File: src/logic/dbd_pkg.sv
// shared constants and types for the double-buffer dma channels
package dbd_pkg;
  localparam int          NUM_CH        = 6;
  localparam int          CNT_W         = 13;
  localparam int          ADDR_W        = 32;
  localparam int          REG_AW        = 8;
  // per-channel register word offsets (channel stride 0x20)
  localparam logic [7:0]  CH_STRIDE     = 8'h20;
  localparam logic [4:0]  OFS_CSR_SET   = 5'h04;
  localparam logic [4:0]  OFS_CSR_CLR   = 5'h08;
  localparam logic [4:0]  OFS_CSR_RD    = 5'h0C;
  localparam logic [4:0]  OFS_SA_A      = 5'h10;
  localparam logic [4:0]  OFS_CNT_A     = 5'h14;
  localparam logic [4:0]  OFS_SA_B      = 5'h18;
  localparam logic [4:0]  OFS_CNT_B     = 5'h1C;
  // control/status field positions
  localparam int          BIT_RUN       = 0;
  localparam int          BIT_IE        = 1;
  localparam int          BIT_ERR       = 2;
  localparam int          BIT_FIN_A     = 3;
  localparam int          BIT_GO_A      = 4;
  localparam int          BIT_FIN_B     = 5;
  localparam int          BIT_GO_B      = 6;
  localparam int          BIT_SEL       = 7;
  // bytes moved per access and accesses per burst
  localparam logic [12:0] BYTES_PER_XFR = 13'h0004;
  localparam logic [3:0]  BURST_LEN     = 4'h4;
  typedef enum logic [1:0] {
    DBD_IDLE  = 2'b00,
    DBD_GRANT = 2'b01,
    DBD_XFER  = 2'b10,
    DBD_END   = 2'b11
  } dbd_state_t;
endpackage

File: src/logic/dbd_if.sv
// link between the dma engine and the peripheral side
`timescale 1ns/1ps
interface dbd_if;
  logic [dbd_pkg::NUM_CH-1:0] req;
  logic [dbd_pkg::NUM_CH-1:0] ack;
  logic [31:0]                addr;
  logic                       xfer;
  logic                       err;
  modport engine (input req, input err, output ack, output addr, output xfer);
  modport periph (output req, output err, input ack, input addr, input xfer);
endinterface

File: src/logic/dbd_engine.sv
// six-channel double-buffer dma engine with register port
`timescale 1ns/1ps
// How it works
// - per-channel 32-bit first buffer start address
// - software writes it only while go clear
// - first count readable, shows remaining bytes
// - software writes first count only when idle
// - per-channel 32-bit second buffer start address
// - second address written only while go clear
// - second count readable, shows remaining bytes
// - second count written only while go clear
// - count field is low thirteen bits
// - upper count bits read zero, ignore writes
// - memory port shared among requesting channels
// - switch only at burst or buffer end
// - idle requester yields to other requesters
// - fixed priority, channel zero highest
// - select bit toggles on each finish
// - finish sets done, clears go bit
// - run bit gates transfers, pause after burst
// - interrupt while enabled and any flag
module dbd_engine #(
  parameter int NCH = dbd_pkg::NUM_CH
) (
  // clock and reset
  input  wire logic             core_clk,
  input  wire logic             resetn,
  // register port
  input  wire logic             reg_wr,
  input  wire logic             reg_rd,
  input  wire logic [7:0]       reg_addr,
  input  wire logic [31:0]      reg_wdata,
  output logic      [31:0]      reg_rdata,
  // per-channel interrupts
  output logic      [NCH-1:0]   ch_irq,
  // link to the peripheral side
  dbd_if.engine                 lnk
);
  // the link is sized by the package and the channel index is three bits wide
  if (NCH != dbd_pkg::NUM_CH || NCH > 8) begin : g_bad_nch
    $error("channel count unsupported");
  end

  logic [31:0]         sa_a_r   [NCH];
  logic [31:0]         sa_b_r   [NCH];
  logic [31:0]         ptr_r    [NCH];
  logic [12:0]         cnt_a_r  [NCH];
  logic [12:0]         cnt_b_r  [NCH];
  logic [7:0]          csr_r    [NCH];
  logic                loaded_r [NCH];
  dbd_pkg::dbd_state_t st_r;
  logic [2:0]          cur_r;
  logic [3:0]          beat_r;
  logic [NCH-1:0]      ack_r;
  logic [31:0]         addr_r;
  logic                xfer_r;
  logic [31:0]         rdata_r;
  logic [NCH-1:0]      irq_r;

  // register decode shared by the write and read paths
  wire  [2:0]  rch   = 3'(reg_addr[7:5]);
  wire  [4:0]  rofs  = reg_addr[4:0];
  wire         rhit  = 32'(rch) < NCH;

  // a channel is eligible when running, requesting and its active buffer started
  logic [NCH-1:0] elig;
  genvar g;
  generate
    for (g = 0; g < NCH; g++) begin : g_elig
      assign elig[g] = csr_r[g][dbd_pkg::BIT_RUN] & lnk.req[g] &
                       (csr_r[g][dbd_pkg::BIT_SEL] ? csr_r[g][dbd_pkg::BIT_GO_B]
                                                   : csr_r[g][dbd_pkg::BIT_GO_A]);
    end
  endgenerate

  function automatic logic [2:0] pick(input logic [NCH-1:0] v);
    logic [2:0] p;
    p = 3'h0;
    for (int i = NCH - 1; i >= 0; i--) begin
      if (v[i]) begin
        p = 3'(i);
      end
    end
    return p;
  endfunction

  wire  [2:0]  win     = pick(elig);
  wire         cur_sel = csr_r[cur_r][dbd_pkg::BIT_SEL];
  wire  [12:0] cur_cnt = cur_sel ? cnt_b_r[cur_r] : cnt_a_r[cur_r];
  wire         last    = cur_cnt <= dbd_pkg::BYTES_PER_XFR;
  // a burst or the buffer ends here, the only switch points
  wire         burst_end = last | (beat_r == dbd_pkg::BURST_LEN - 4'h1);
  wire         beat    = (st_r == dbd_pkg::DBD_XFER);
  wire         fin     = beat & last;

  // arbiter state machine, rearbitrates after every burst
  always_ff @(posedge core_clk or negedge resetn) begin
    if (!resetn) begin
      st_r   <= dbd_pkg::DBD_IDLE;
      cur_r  <= 3'h0;
      beat_r <= 4'h0;
    end else begin
      case (st_r)
        dbd_pkg::DBD_IDLE: begin
          // only requesting channels win, an idle one is skipped
          if (|elig) begin
            cur_r <= win;
            st_r  <= dbd_pkg::DBD_GRANT;
          end
        end
        dbd_pkg::DBD_GRANT: begin
          beat_r <= 4'h0;
          st_r   <= dbd_pkg::DBD_XFER;
        end
        dbd_pkg::DBD_XFER: begin
          beat_r <= beat_r + 4'h1;
          // a cleared run bit only takes effect at burst end
          if (burst_end) begin
            st_r <= dbd_pkg::DBD_END;
          end
        end
        dbd_pkg::DBD_END: st_r <= dbd_pkg::DBD_IDLE;
        default: st_r <= dbd_pkg::DBD_IDLE;
      endcase
    end
  end

  // link outputs registered
  always_ff @(posedge core_clk or negedge resetn) begin
    if (!resetn) begin
      ack_r  <= '0;
      addr_r <= 32'h0000_0000;
      xfer_r <= 1'b0;
    end else begin
      xfer_r <= beat;
      addr_r <= ptr_r[cur_r];
      ack_r  <= beat ? NCH'(1) << cur_r : '0;
    end
  end

  // per-channel registers and status
  generate
    for (g = 0; g < NCH; g++) begin : g_ch
      wire       wsel    = reg_wr & rhit & (rch == 3'(g));
      wire       me_beat = beat & (cur_r == 3'(g));
      wire       fin_me  = fin & (cur_r == 3'(g));
      wire [7:0] setm    = (wsel && rofs == dbd_pkg::OFS_CSR_SET) ? reg_wdata[7:0] : 8'h00;
      wire [7:0] clrm    = (wsel && rofs == dbd_pkg::OFS_CSR_CLR) ? reg_wdata[7:0] : 8'h00;
      wire       go_a_up = setm[dbd_pkg::BIT_GO_A] & ~csr_r[g][dbd_pkg::BIT_GO_A];
      wire       go_b_up = setm[dbd_pkg::BIT_GO_B] & ~csr_r[g][dbd_pkg::BIT_GO_B];
      wire       sel     = csr_r[g][dbd_pkg::BIT_SEL];
      wire       err_ev  = lnk.err & me_beat;
      logic [7:0] c_nxt;
      always_comb begin
        c_nxt = csr_r[g];
        c_nxt[dbd_pkg::BIT_RUN] = (c_nxt[dbd_pkg::BIT_RUN] | setm[dbd_pkg::BIT_RUN]) & ~clrm[dbd_pkg::BIT_RUN];
        c_nxt[dbd_pkg::BIT_IE]  = (c_nxt[dbd_pkg::BIT_IE] | setm[dbd_pkg::BIT_IE]) & ~clrm[dbd_pkg::BIT_IE];
        c_nxt[dbd_pkg::BIT_GO_A] = (c_nxt[dbd_pkg::BIT_GO_A] | setm[dbd_pkg::BIT_GO_A]) & ~clrm[dbd_pkg::BIT_GO_A];
        c_nxt[dbd_pkg::BIT_GO_B] = (c_nxt[dbd_pkg::BIT_GO_B] | setm[dbd_pkg::BIT_GO_B]) & ~clrm[dbd_pkg::BIT_GO_B];
        // done flags clear on write-one or start, but a finish wins
        if (clrm[dbd_pkg::BIT_FIN_A] | go_a_up) c_nxt[dbd_pkg::BIT_FIN_A] = 1'b0;
        if (clrm[dbd_pkg::BIT_FIN_B] | go_b_up) c_nxt[dbd_pkg::BIT_FIN_B] = 1'b0;
        // error clears by setting run, a new error wins
        if (setm[dbd_pkg::BIT_RUN]) c_nxt[dbd_pkg::BIT_ERR] = 1'b0;
        if (err_ev) c_nxt[dbd_pkg::BIT_ERR] = 1'b1;
        // finish sets done and drops go
        if (fin_me) begin
          c_nxt[sel ? dbd_pkg::BIT_FIN_B : dbd_pkg::BIT_FIN_A] = 1'b1;
          c_nxt[sel ? dbd_pkg::BIT_GO_B : dbd_pkg::BIT_GO_A]   = 1'b0;
          c_nxt[dbd_pkg::BIT_SEL] = ~sel;
        end
      end

      always_ff @(posedge core_clk or negedge resetn) begin
        if (!resetn) begin
          csr_r[g]    <= 8'h00;
          loaded_r[g] <= 1'b0;
        end else begin
          csr_r[g] <= c_nxt;
          // pointer reloads when the active buffer changes or restarts;
          // arming the idle buffer must not rewind the one in flight
          loaded_r[g] <= me_beat ? ~fin_me : (loaded_r[g] & ~(sel ? go_b_up : go_a_up));
        end
      end

      // start addresses; writes assumed only while go clear
      // only the count field is stored
      // pointer advances and count falls per access
      always_ff @(posedge core_clk) begin
        if (wsel && rofs == dbd_pkg::OFS_SA_A) sa_a_r[g] <= reg_wdata;
        if (wsel && rofs == dbd_pkg::OFS_SA_B) sa_b_r[g] <= reg_wdata;
        if (wsel && rofs == dbd_pkg::OFS_CNT_A) begin
          cnt_a_r[g] <= reg_wdata[12:0];
        end else if (me_beat && !sel) begin
          cnt_a_r[g] <= last ? 13'h0000 : cnt_a_r[g] - dbd_pkg::BYTES_PER_XFR;
        end
        if (wsel && rofs == dbd_pkg::OFS_CNT_B) begin
          cnt_b_r[g] <= reg_wdata[12:0];
        end else if (me_beat && sel) begin
          cnt_b_r[g] <= last ? 13'h0000 : cnt_b_r[g] - dbd_pkg::BYTES_PER_XFR;
        end
        if (me_beat) begin
          ptr_r[g] <= (loaded_r[g] ? ptr_r[g] : (sel ? sa_b_r[g] : sa_a_r[g])) + 32'(dbd_pkg::BYTES_PER_XFR);
        end else if (!loaded_r[g]) begin
          ptr_r[g] <= sel ? sa_b_r[g] : sa_a_r[g];
        end
      end

      // interrupt while enabled and any flag set
      always_ff @(posedge core_clk or negedge resetn) begin
        if (!resetn) irq_r[g] <= 1'b0;
        else irq_r[g] <= csr_r[g][dbd_pkg::BIT_IE] & (csr_r[g][dbd_pkg::BIT_ERR] |
                         csr_r[g][dbd_pkg::BIT_FIN_A] | csr_r[g][dbd_pkg::BIT_FIN_B]);
      end
    end
  endgenerate

  // read mux; unmapped words read zero
  wire [31:0] rd_mux =
    !rhit                         ? 32'h0000_0000 :
    (rofs == dbd_pkg::OFS_CSR_RD) ? {24'h00_0000, csr_r[rch]} :
    (rofs == dbd_pkg::OFS_SA_A)   ? sa_a_r[rch] :
    (rofs == dbd_pkg::OFS_CNT_A)  ? {19'h0_0000, cnt_a_r[rch]} :
    (rofs == dbd_pkg::OFS_SA_B)   ? sa_b_r[rch] :
    (rofs == dbd_pkg::OFS_CNT_B)  ? {19'h0_0000, cnt_b_r[rch]} : 32'h0000_0000;

  always_ff @(posedge core_clk or negedge resetn) begin
    if (!resetn) rdata_r <= 32'h0000_0000;
    else if (reg_rd) rdata_r <= rd_mux;
  end

  assign reg_rdata = rdata_r;
  assign ch_irq    = irq_r;
  assign lnk.ack   = ack_r;
  assign lnk.addr  = addr_r;
  assign lnk.xfer  = xfer_r;
endmodule

File: src/flat_wrapper.sv
// flat-port wrapper written by rule: the top's interface ports become plain ports
module dbd_engine_flat 
#(
  parameter int NCH = dbd_pkg::NUM_CH
)
  (core_clk, resetn, reg_wr, reg_rd, reg_addr, reg_wdata, reg_rdata, ch_irq, lnk_req, lnk_err, lnk_ack, lnk_addr, lnk_xfer);
  dbd_if lnk_i ();
  input  wire logic core_clk;
  input  wire logic resetn;
  input  wire logic reg_wr;
  input  wire logic reg_rd;
  input  wire logic [7:0] reg_addr;
  input  wire logic [31:0] reg_wdata;
  output logic      [31:0] reg_rdata;
  output logic      [NCH-1:0] ch_irq;
  input wire logic [$bits(lnk_i.req)-1:0] lnk_req;
  input wire logic [$bits(lnk_i.err)-1:0] lnk_err;
  output wire logic [$bits(lnk_i.ack)-1:0] lnk_ack;
  output wire logic [$bits(lnk_i.addr)-1:0] lnk_addr;
  output wire logic [$bits(lnk_i.xfer)-1:0] lnk_xfer;
  assign lnk_i.req = lnk_req;
  assign lnk_i.err = lnk_err;
  assign lnk_ack = lnk_i.ack;
  assign lnk_addr = lnk_i.addr;
  assign lnk_xfer = lnk_i.xfer;
  dbd_engine #(.NCH(NCH)) u_core (.core_clk(core_clk), .resetn(resetn), .reg_wr(reg_wr), .reg_rd(reg_rd), .reg_addr(reg_addr), .reg_wdata(reg_wdata), .reg_rdata(reg_rdata), .ch_irq(ch_irq), .lnk(lnk_i));
endmodule
File: config.mk
export PLATFORM = sky130hd
export DESIGN_NAME = dbd_engine_flat
export DESIGN_NICKNAME = d
export VERILOG_FILES = /design/src/logic/dbd_pkg.sv /design/src/logic/dbd_if.sv /design/src/logic/dbd_engine.sv /design/src/flat_wrapper.sv
export SDC_FILE = /design/constraint.sdc
export NUM_CORES = 2
export LEC_CHECK = 0
export BUFFER_PORTS_ARGS = -buffer_cell sky130_fd_sc_hd__buf_2
export CORE_MARGIN = 3
export CORE_UTILIZATION = 57
export CTS_CLUSTER_DIAMETER = 100
export DETAILED_ROUTE_END_ITERATION = 6
export PLACE_DENSITY = 0.83
export SLEW_MARGIN = 20
export SYNTH_ARGS = -nofsm -noshare
export SYNTH_HDL_FRONTEND = slang
export SYNTH_SLANG_ARGS = --single-unit
export TNS_END_PERCENT = 1
File: constraint.sdc
create_clock -name core_clk -period 3.6 [get_ports core_clk]
set_clock_uncertainty 0.1 [all_clocks]
set_input_delay 0.72 -clock core_clk [delete_from_list [all_inputs] [get_ports core_clk]]
set_output_delay 0.72 -clock core_clk [all_outputs]
set_load 0.01 [all_outputs]
# After elaboration in Yosys (flattened, before gate mapping)
# Memories as Yosys holds them, arrays and structs flattened. A register that Yosys moved wholly into a read port is not among the register bits.
# Cells that the tools add are included.
dict set report totals {
  latchBits 0
  register_bits 108
  mem_count 5
  output_inout_bits 77
  mem_bits_ro 0
  mem_bits_rw 732
}
# memory words word_bits rd rd_clocked_by_memory_dff write_ports line
set mem_list {}
lappend mem_list {u_core.ptr_r 6 32 7 1 6 dbd_engine.sv:46} ;# logic [31:0] ptr_r [NCH];
lappend mem_list {u_core.sa_a_r 6 32 7 0 1 dbd_engine.sv:44} ;# logic [31:0] sa_a_r [NCH];
lappend mem_list {u_core.sa_b_r 6 32 7 0 1 dbd_engine.sv:45} ;# logic [31:0] sa_b_r [NCH];
lappend mem_list {u_core.cnt_a_r 6 13 8 0 6 dbd_engine.sv:47} ;# logic [12:0] cnt_a_r [NCH];
lappend mem_list {u_core.cnt_b_r 6 13 8 0 6 dbd_engine.sv:48} ;# logic [12:0] cnt_b_r [NCH];
dict set report op_classes {
  n_mux 306
  div_mod_pow 0
  bitwise 227
  shifts 1
  n_eq_ne 23
  n_mul 0
  n_addsub 19
  n_reduce_logical 84
  order_cmp 28
}
# operator count
set op_table {}
lappend op_table {{$mux W32} 33}
lappend op_table {{$ge A32 B1 Y1 const B} 12}
lappend op_table {{$lt A32 B5 Y1 const B} 12}
lappend op_table {{$mux W13} 26}
lappend op_table {{$reduce_or A32 Y1} 10}
lappend op_table {{$add A32 B3 Y32 const B} 6}
lappend op_table {{$mux W1} 178}
lappend op_table {{$sub A13 B3 Y13 const B} 12}
lappend op_table {{$mux W7} 18}
lappend op_table {{$and A1 B1 Y1} 86}
lappend op_table {{$or A1 B1 Y1} 67}
lappend op_table {{$mux W3} 22}
lappend op_table {{$logic_and A1 B1 Y1} 60}
lappend op_table {{$not A1 Y1} 54}
lappend op_table {{$bmux W8 S3} 2}
lappend op_table {{$and A7 B7 Y7} 6}
lappend op_table {{$not A7 Y7} 6}
lappend op_table {{$or A7 B7 Y7} 6}
lappend op_table {{$demux W1 S3} 12}
lappend op_table {{$mux W8} 4}
lappend op_table {{$eq A5 B5 Y1 const B} 4}
lappend op_table {{$mux W2} 8}
lappend op_table {{$le A13 B3 Y1 const B} 1}
lappend op_table {{$eq A3 B2 Y1 const B} 4}
lappend op_table {{22 further kinds} 39}

# Logic depth before layout (Yosys ltp)
dict set report depth {
  word_depth 12
  depth_mapped 14
  ltp_nobuf 10
}

# Least setup slack after synthesis
# No wires, ideal clock.
dict set report synth_timing {
  path_kind {input-to-reg}
  start {input port reg_addr[5]}
  end {memory u_core.sa_b_r[3][0], enable pin}
  path_stages 5
  required_ns 3.079
  setup_slack_ns -0.092
  t_arrival_ns 3.170
  cell_sequence {clkbuf_1 -> buf_2 -> buf_2 -> nand3_1 -> nor2_1}
}
dict set report synth_between {
  elab_chain_len 12
  elab_cells_between_ends 47
  cone_classes {order compare: 1; eq/ne: 5; mux: 22; bitwise: 7; reduce/logical: 12}
}
# item line
set synth_rtl {}
lappend synth_rtl {{start: declaration} flat_wrapper.sv:12} ;# input wire logic [7:0] reg_addr;
lappend synth_rtl {{$lt A3 B3 Y1} dbd_engine.sv:63} ;# wire rhit = 32'(rch) < NCH;
lappend synth_rtl {{$and A1 B1 Y1 (2 in series)} dbd_engine.sv:144} ;# wire wsel = reg_wr & rhit & (rch == 3'(g));
lappend synth_rtl {{$logic_and A1 B1 Y1} dbd_engine.sv:191} ;# if (wsel && rofs == dbd_pkg::OFS_SA_B) sa_b_r[g] <= reg_wdata;
lappend synth_rtl {{$mux W1} dbd_engine.sv:191}
lappend synth_rtl {{$mux W1 (not written as such)} dbd_engine.sv:191}
lappend synth_rtl {{$reduce_or A32 Y1 (no source line)} -}
lappend synth_rtl {{$mux W3 (no source line) or $mux W1 (tied branches) (5 in series)} -}
lappend synth_rtl {{end: declaration} dbd_engine.sv:45}
# Several ways; a longest one is shown, not always the timed one.

==> out/qor.txt <==
GPL Wtd Cong - 0.996
Detailed-placement wirelength estimate - 120,000 microns
Seq pwr share - 44.7%
Critical Path Sink Type - register
Status - finished, final reports clean
Combinational cell fraction of total power - 19.8%
Num CTS Buffers - 93
Netlist cell types - 86
Layout area overhead - 12.1%
Initial Util - 57.6%
Reg2reg setup slack - 100 ps
Initial antenna violation count - 18
Core area - 87,000 sq um
Max Buffers Root-to-Sink - 3
CTS H-tree depth - 3
Worst setup margin - 96.0 ps
Pwr/cell area - 505 nW/um^2
Final Cycle Share - 97.3%
Placement Setup Slack - 110 ps
Final hold viol count - 0
Worst vdd ir - 486 uV
Gr ovfl total - 0
R2R depth - 10
FP Rows - 108
End point of the critical path - u_core.ptr_r[4][28]
Via Count - 39,900
Routed len/inst - 29.3 microns
Peak Freq - 285 MHz
Fillers - 6,320
Max Cap Viol - 0
Die height - 303 microns
Post-Syn Nets - 4,430
Post-route ant nets - 0
Setup-failing EPs final - 0
Post-CTS Setup Bufs - 0
Worst EP arrival - 3830 ps
Vias per inst - 6.96
Leakage Power - 19.5 nW
Switch share - 30.2%
Psw - 8.57 mW
Area of the multi-input gates - 23,200 sq um
DRT iter0 DRCs - 7,266
Critical R2R Launch - u_core.csr_r[15]
Ys Warns - 0
Clk pwr share - 35.4%
Mean Syn Cell Area - 11.5 sq um
Layout cells sized above 1 - 18.1%
Final wirelength - 168,000 microns
Die area - 91,500 sq um
FF-to-FF End - u_core.ptr_r[4][28]
Max FO, Critical Path - 16
Asr flop ratio synth - 16.1%
CP startpoint - u_core.csr_r[15]
Number of synthesized flops with an enable pin - 732
Clock latency on the worst-skew pair - 700 ps
Pre-antenna DRT Iters - 6
Root Buffer - clkbuf_16
Crit path launch type - register
Sequential share of the synthesized area - 50.9%
Global-route wire length before repair - 245,000 microns
Cell area after synthesis - 50,100 sq um
Post-synth top flop - edfxtp_1
Hold_ws - 20.0 ps
Vias in the first global route - 37,300
Total GRT Usage - 36.2%
Register bit total from synthesis - 872
PortBufs - 127
Gate Count Post-Synth - 4,358
Hold Crit Class - primary input to async pin
Slew Viols, Final - 0
Die W - 303 microns
Register area - 25,500 sq um
Worst Path Required - 3920 ps
Layout Utilization - 64.5%
TritonCTS clock tree - built
P_int - 19.8 mW
Minimum clock period - 3500 ps
Largest net degree at the start of global routing - 139
Nets@finish - 4,554
# DRC - 0
CP Class - register to register
Sinks on Clock Net - 872
Rel. slew slack - 29.9%
Ports - 128
CTS clock-pin slew for the worst setup and hold paths - 60 ps
RSZ-0062 raised after global routing - false
Worst slew pin tran - 1040 ps
[metrics by stage]
step                      total power, mW  instances  area [sq um]  setup TNS (ps)
after floorplan                      15.9       4358         50100           -5930
after global placement               18.0       5542         53000               0
after detailed placement             18.2       5542         53000               0
after CTS                            28.1       5717         56100               0
after global routing                 29.1       5718         56100               0
final                                28.4       5725         56200               0
[cell usage after synthesis (127+ instances only)]
cell type / number / area share, %
a21oi_1: 127 / 1.3
clkbuf_1: 177 / 1.3
dfrtp_1: 140 / 7.0
edfxtp_1: 732 / 44
mux2_2: 150 / 3.4
mux2i_1: 363 / 7.3
nand2_1: 431 / 3.2
nor2_1: 269 / 2.0
nor3_1: 127 / 1.3
o21ai_0: 175 / 1.7
o31ai_1: 142 / 2.1
xnor2_1: 221 / 3.9
xor2_1: 175 / 3.1
[final cells by class]
class                           instances  share of cell area (%)
Inverter                              107                   0.715
Clock buffer                          125                    4.63
Timing Repair Buffer                  314                    4.33
Sequential cell                       872                    45.4
Multi-Input combinational cell       3094                    41.3
Tap cell                             1155                    2.57
Clock inverter                         50                    1.01
Antenna cell                            8                  0.0356
[worst min path at each step]
stage / startpoint / endpoint / cells past startpoint
after global placement: u_core.st_r[0] / u_core.st_r[0] / 1
after CTS: resetn / u_core.reg_rdata[4] / 1
final: resetn / u_core.csr_r[11] / 1
after detailed placement: u_core.st_r[0] / u_core.st_r[0] / 1
after global routing: resetn / u_core.csr_r[11] / 1
after floorplan: resetn / u_core.beat_r[0] / 0
[placed cells by master, fill, tap and decap left out, types with 20 or more instances in the layout]
| cell | instances |
|---|---|
| nand2_1 | 429 |
| or3_1 | 22 |
| buf_2 | 123 |
| buf_4 | 158 |
| o31ai_1 | 142 |
| xor2_1 | 175 |
| a21oi_1 | 127 |
| and3_1 | 23 |
| dfrtp_1 | 127 |
| a211oi_1 | 59 |
| clkbuf_16 | 97 |
| buf_12 | 29 |
| edfxtp_1 | 732 |
| nand2b_1 | 20 |
| nor3_1 | 126 |
| and2_1 | 36 |
| mux2i_1 | 363 |
| nor2_1 | 257 |
| o211ai_1 | 21 |
| nor2b_1 | 37 |
| nand3_1 | 103 |
| or2_2 | 20 |
| o21ai_0 | 175 |
| nand3b_1 | 26 |
| mux4_2 | 126 |
| ha_1 | 21 |
| clkbuf_1 | 21 |
| inv_1 | 98 |
| o22ai_1 | 62 |
| mux2_2 | 150 |
| xnor2_1 | 221 |
| nor4_1 | 76 |
| nand4_1 | 43 |
[state kept, by name (all words and copies together) (netlist names), 32 cells and up]
register	flops
u_core.lnk.addr	32
u_core.sa_a_r	192
u_core.cnt_a_r	78
u_core.ptr_r	192
u_core.csr_r	48
u_core.reg_rdata	32
u_core.cnt_b_r	78
u_core.sa_b_r	192
[per-layer routing]
layer	global-route usage, %	part of all wire, %	up-vias
met3	14.4	17	575
met5	0	0.037	-
li1	-	-	16700
met1	49.4	36	19100
met4	13.0	4.5	12
met2	52.6	42	3491
[logic make-up (layout without fill, tap and decap cells)]
group                      Yosys count  after routing  synth area share (%)
buffers and inverters              392            596                  3.12
and+or+nand+nor                   1305           1305                  12.7
other                                0              8                     0
xor gates and xnor gates           396            396                  6.92
AOI/OAI and AO/OA                  730            730                  9.49
adders and majority gates           21             21                 0.524
DFF                                872            872                  50.9
muxes                              642            642                  16.4
[power by group through the flow]
stage | sequential, mW | clock, mW | combinational, mW
after floorplan | 12.7 | 0 | 3.25
after global placement | 12.8 | 0 | 5.22
after detailed placement | 12.8 | 0 | 5.37
after CTS | 12.6 | 10.1 | 5.40
after global routing | 12.7 | 10.4 | 5.94
final | 12.7 | 10.1 | 5.63
[critical path, stage by stage (launching register included)]
cell      delay [ps]
dfrtp_2          720
mux2_2           280
mux2i_1          130
inv_1             90
ha_1             210
nand3_1          270
nand3b_1         440
buf_4            280
nor4_1           420
xor2_1           190
mux2i_1           90
[repair_timing]
action | in CTS | in global routing
resized for setup | 0 | 4
hold buffers | 0 | 0
setup endpoints to repair | 0 | 8
(Power assumes the default switching activity.)
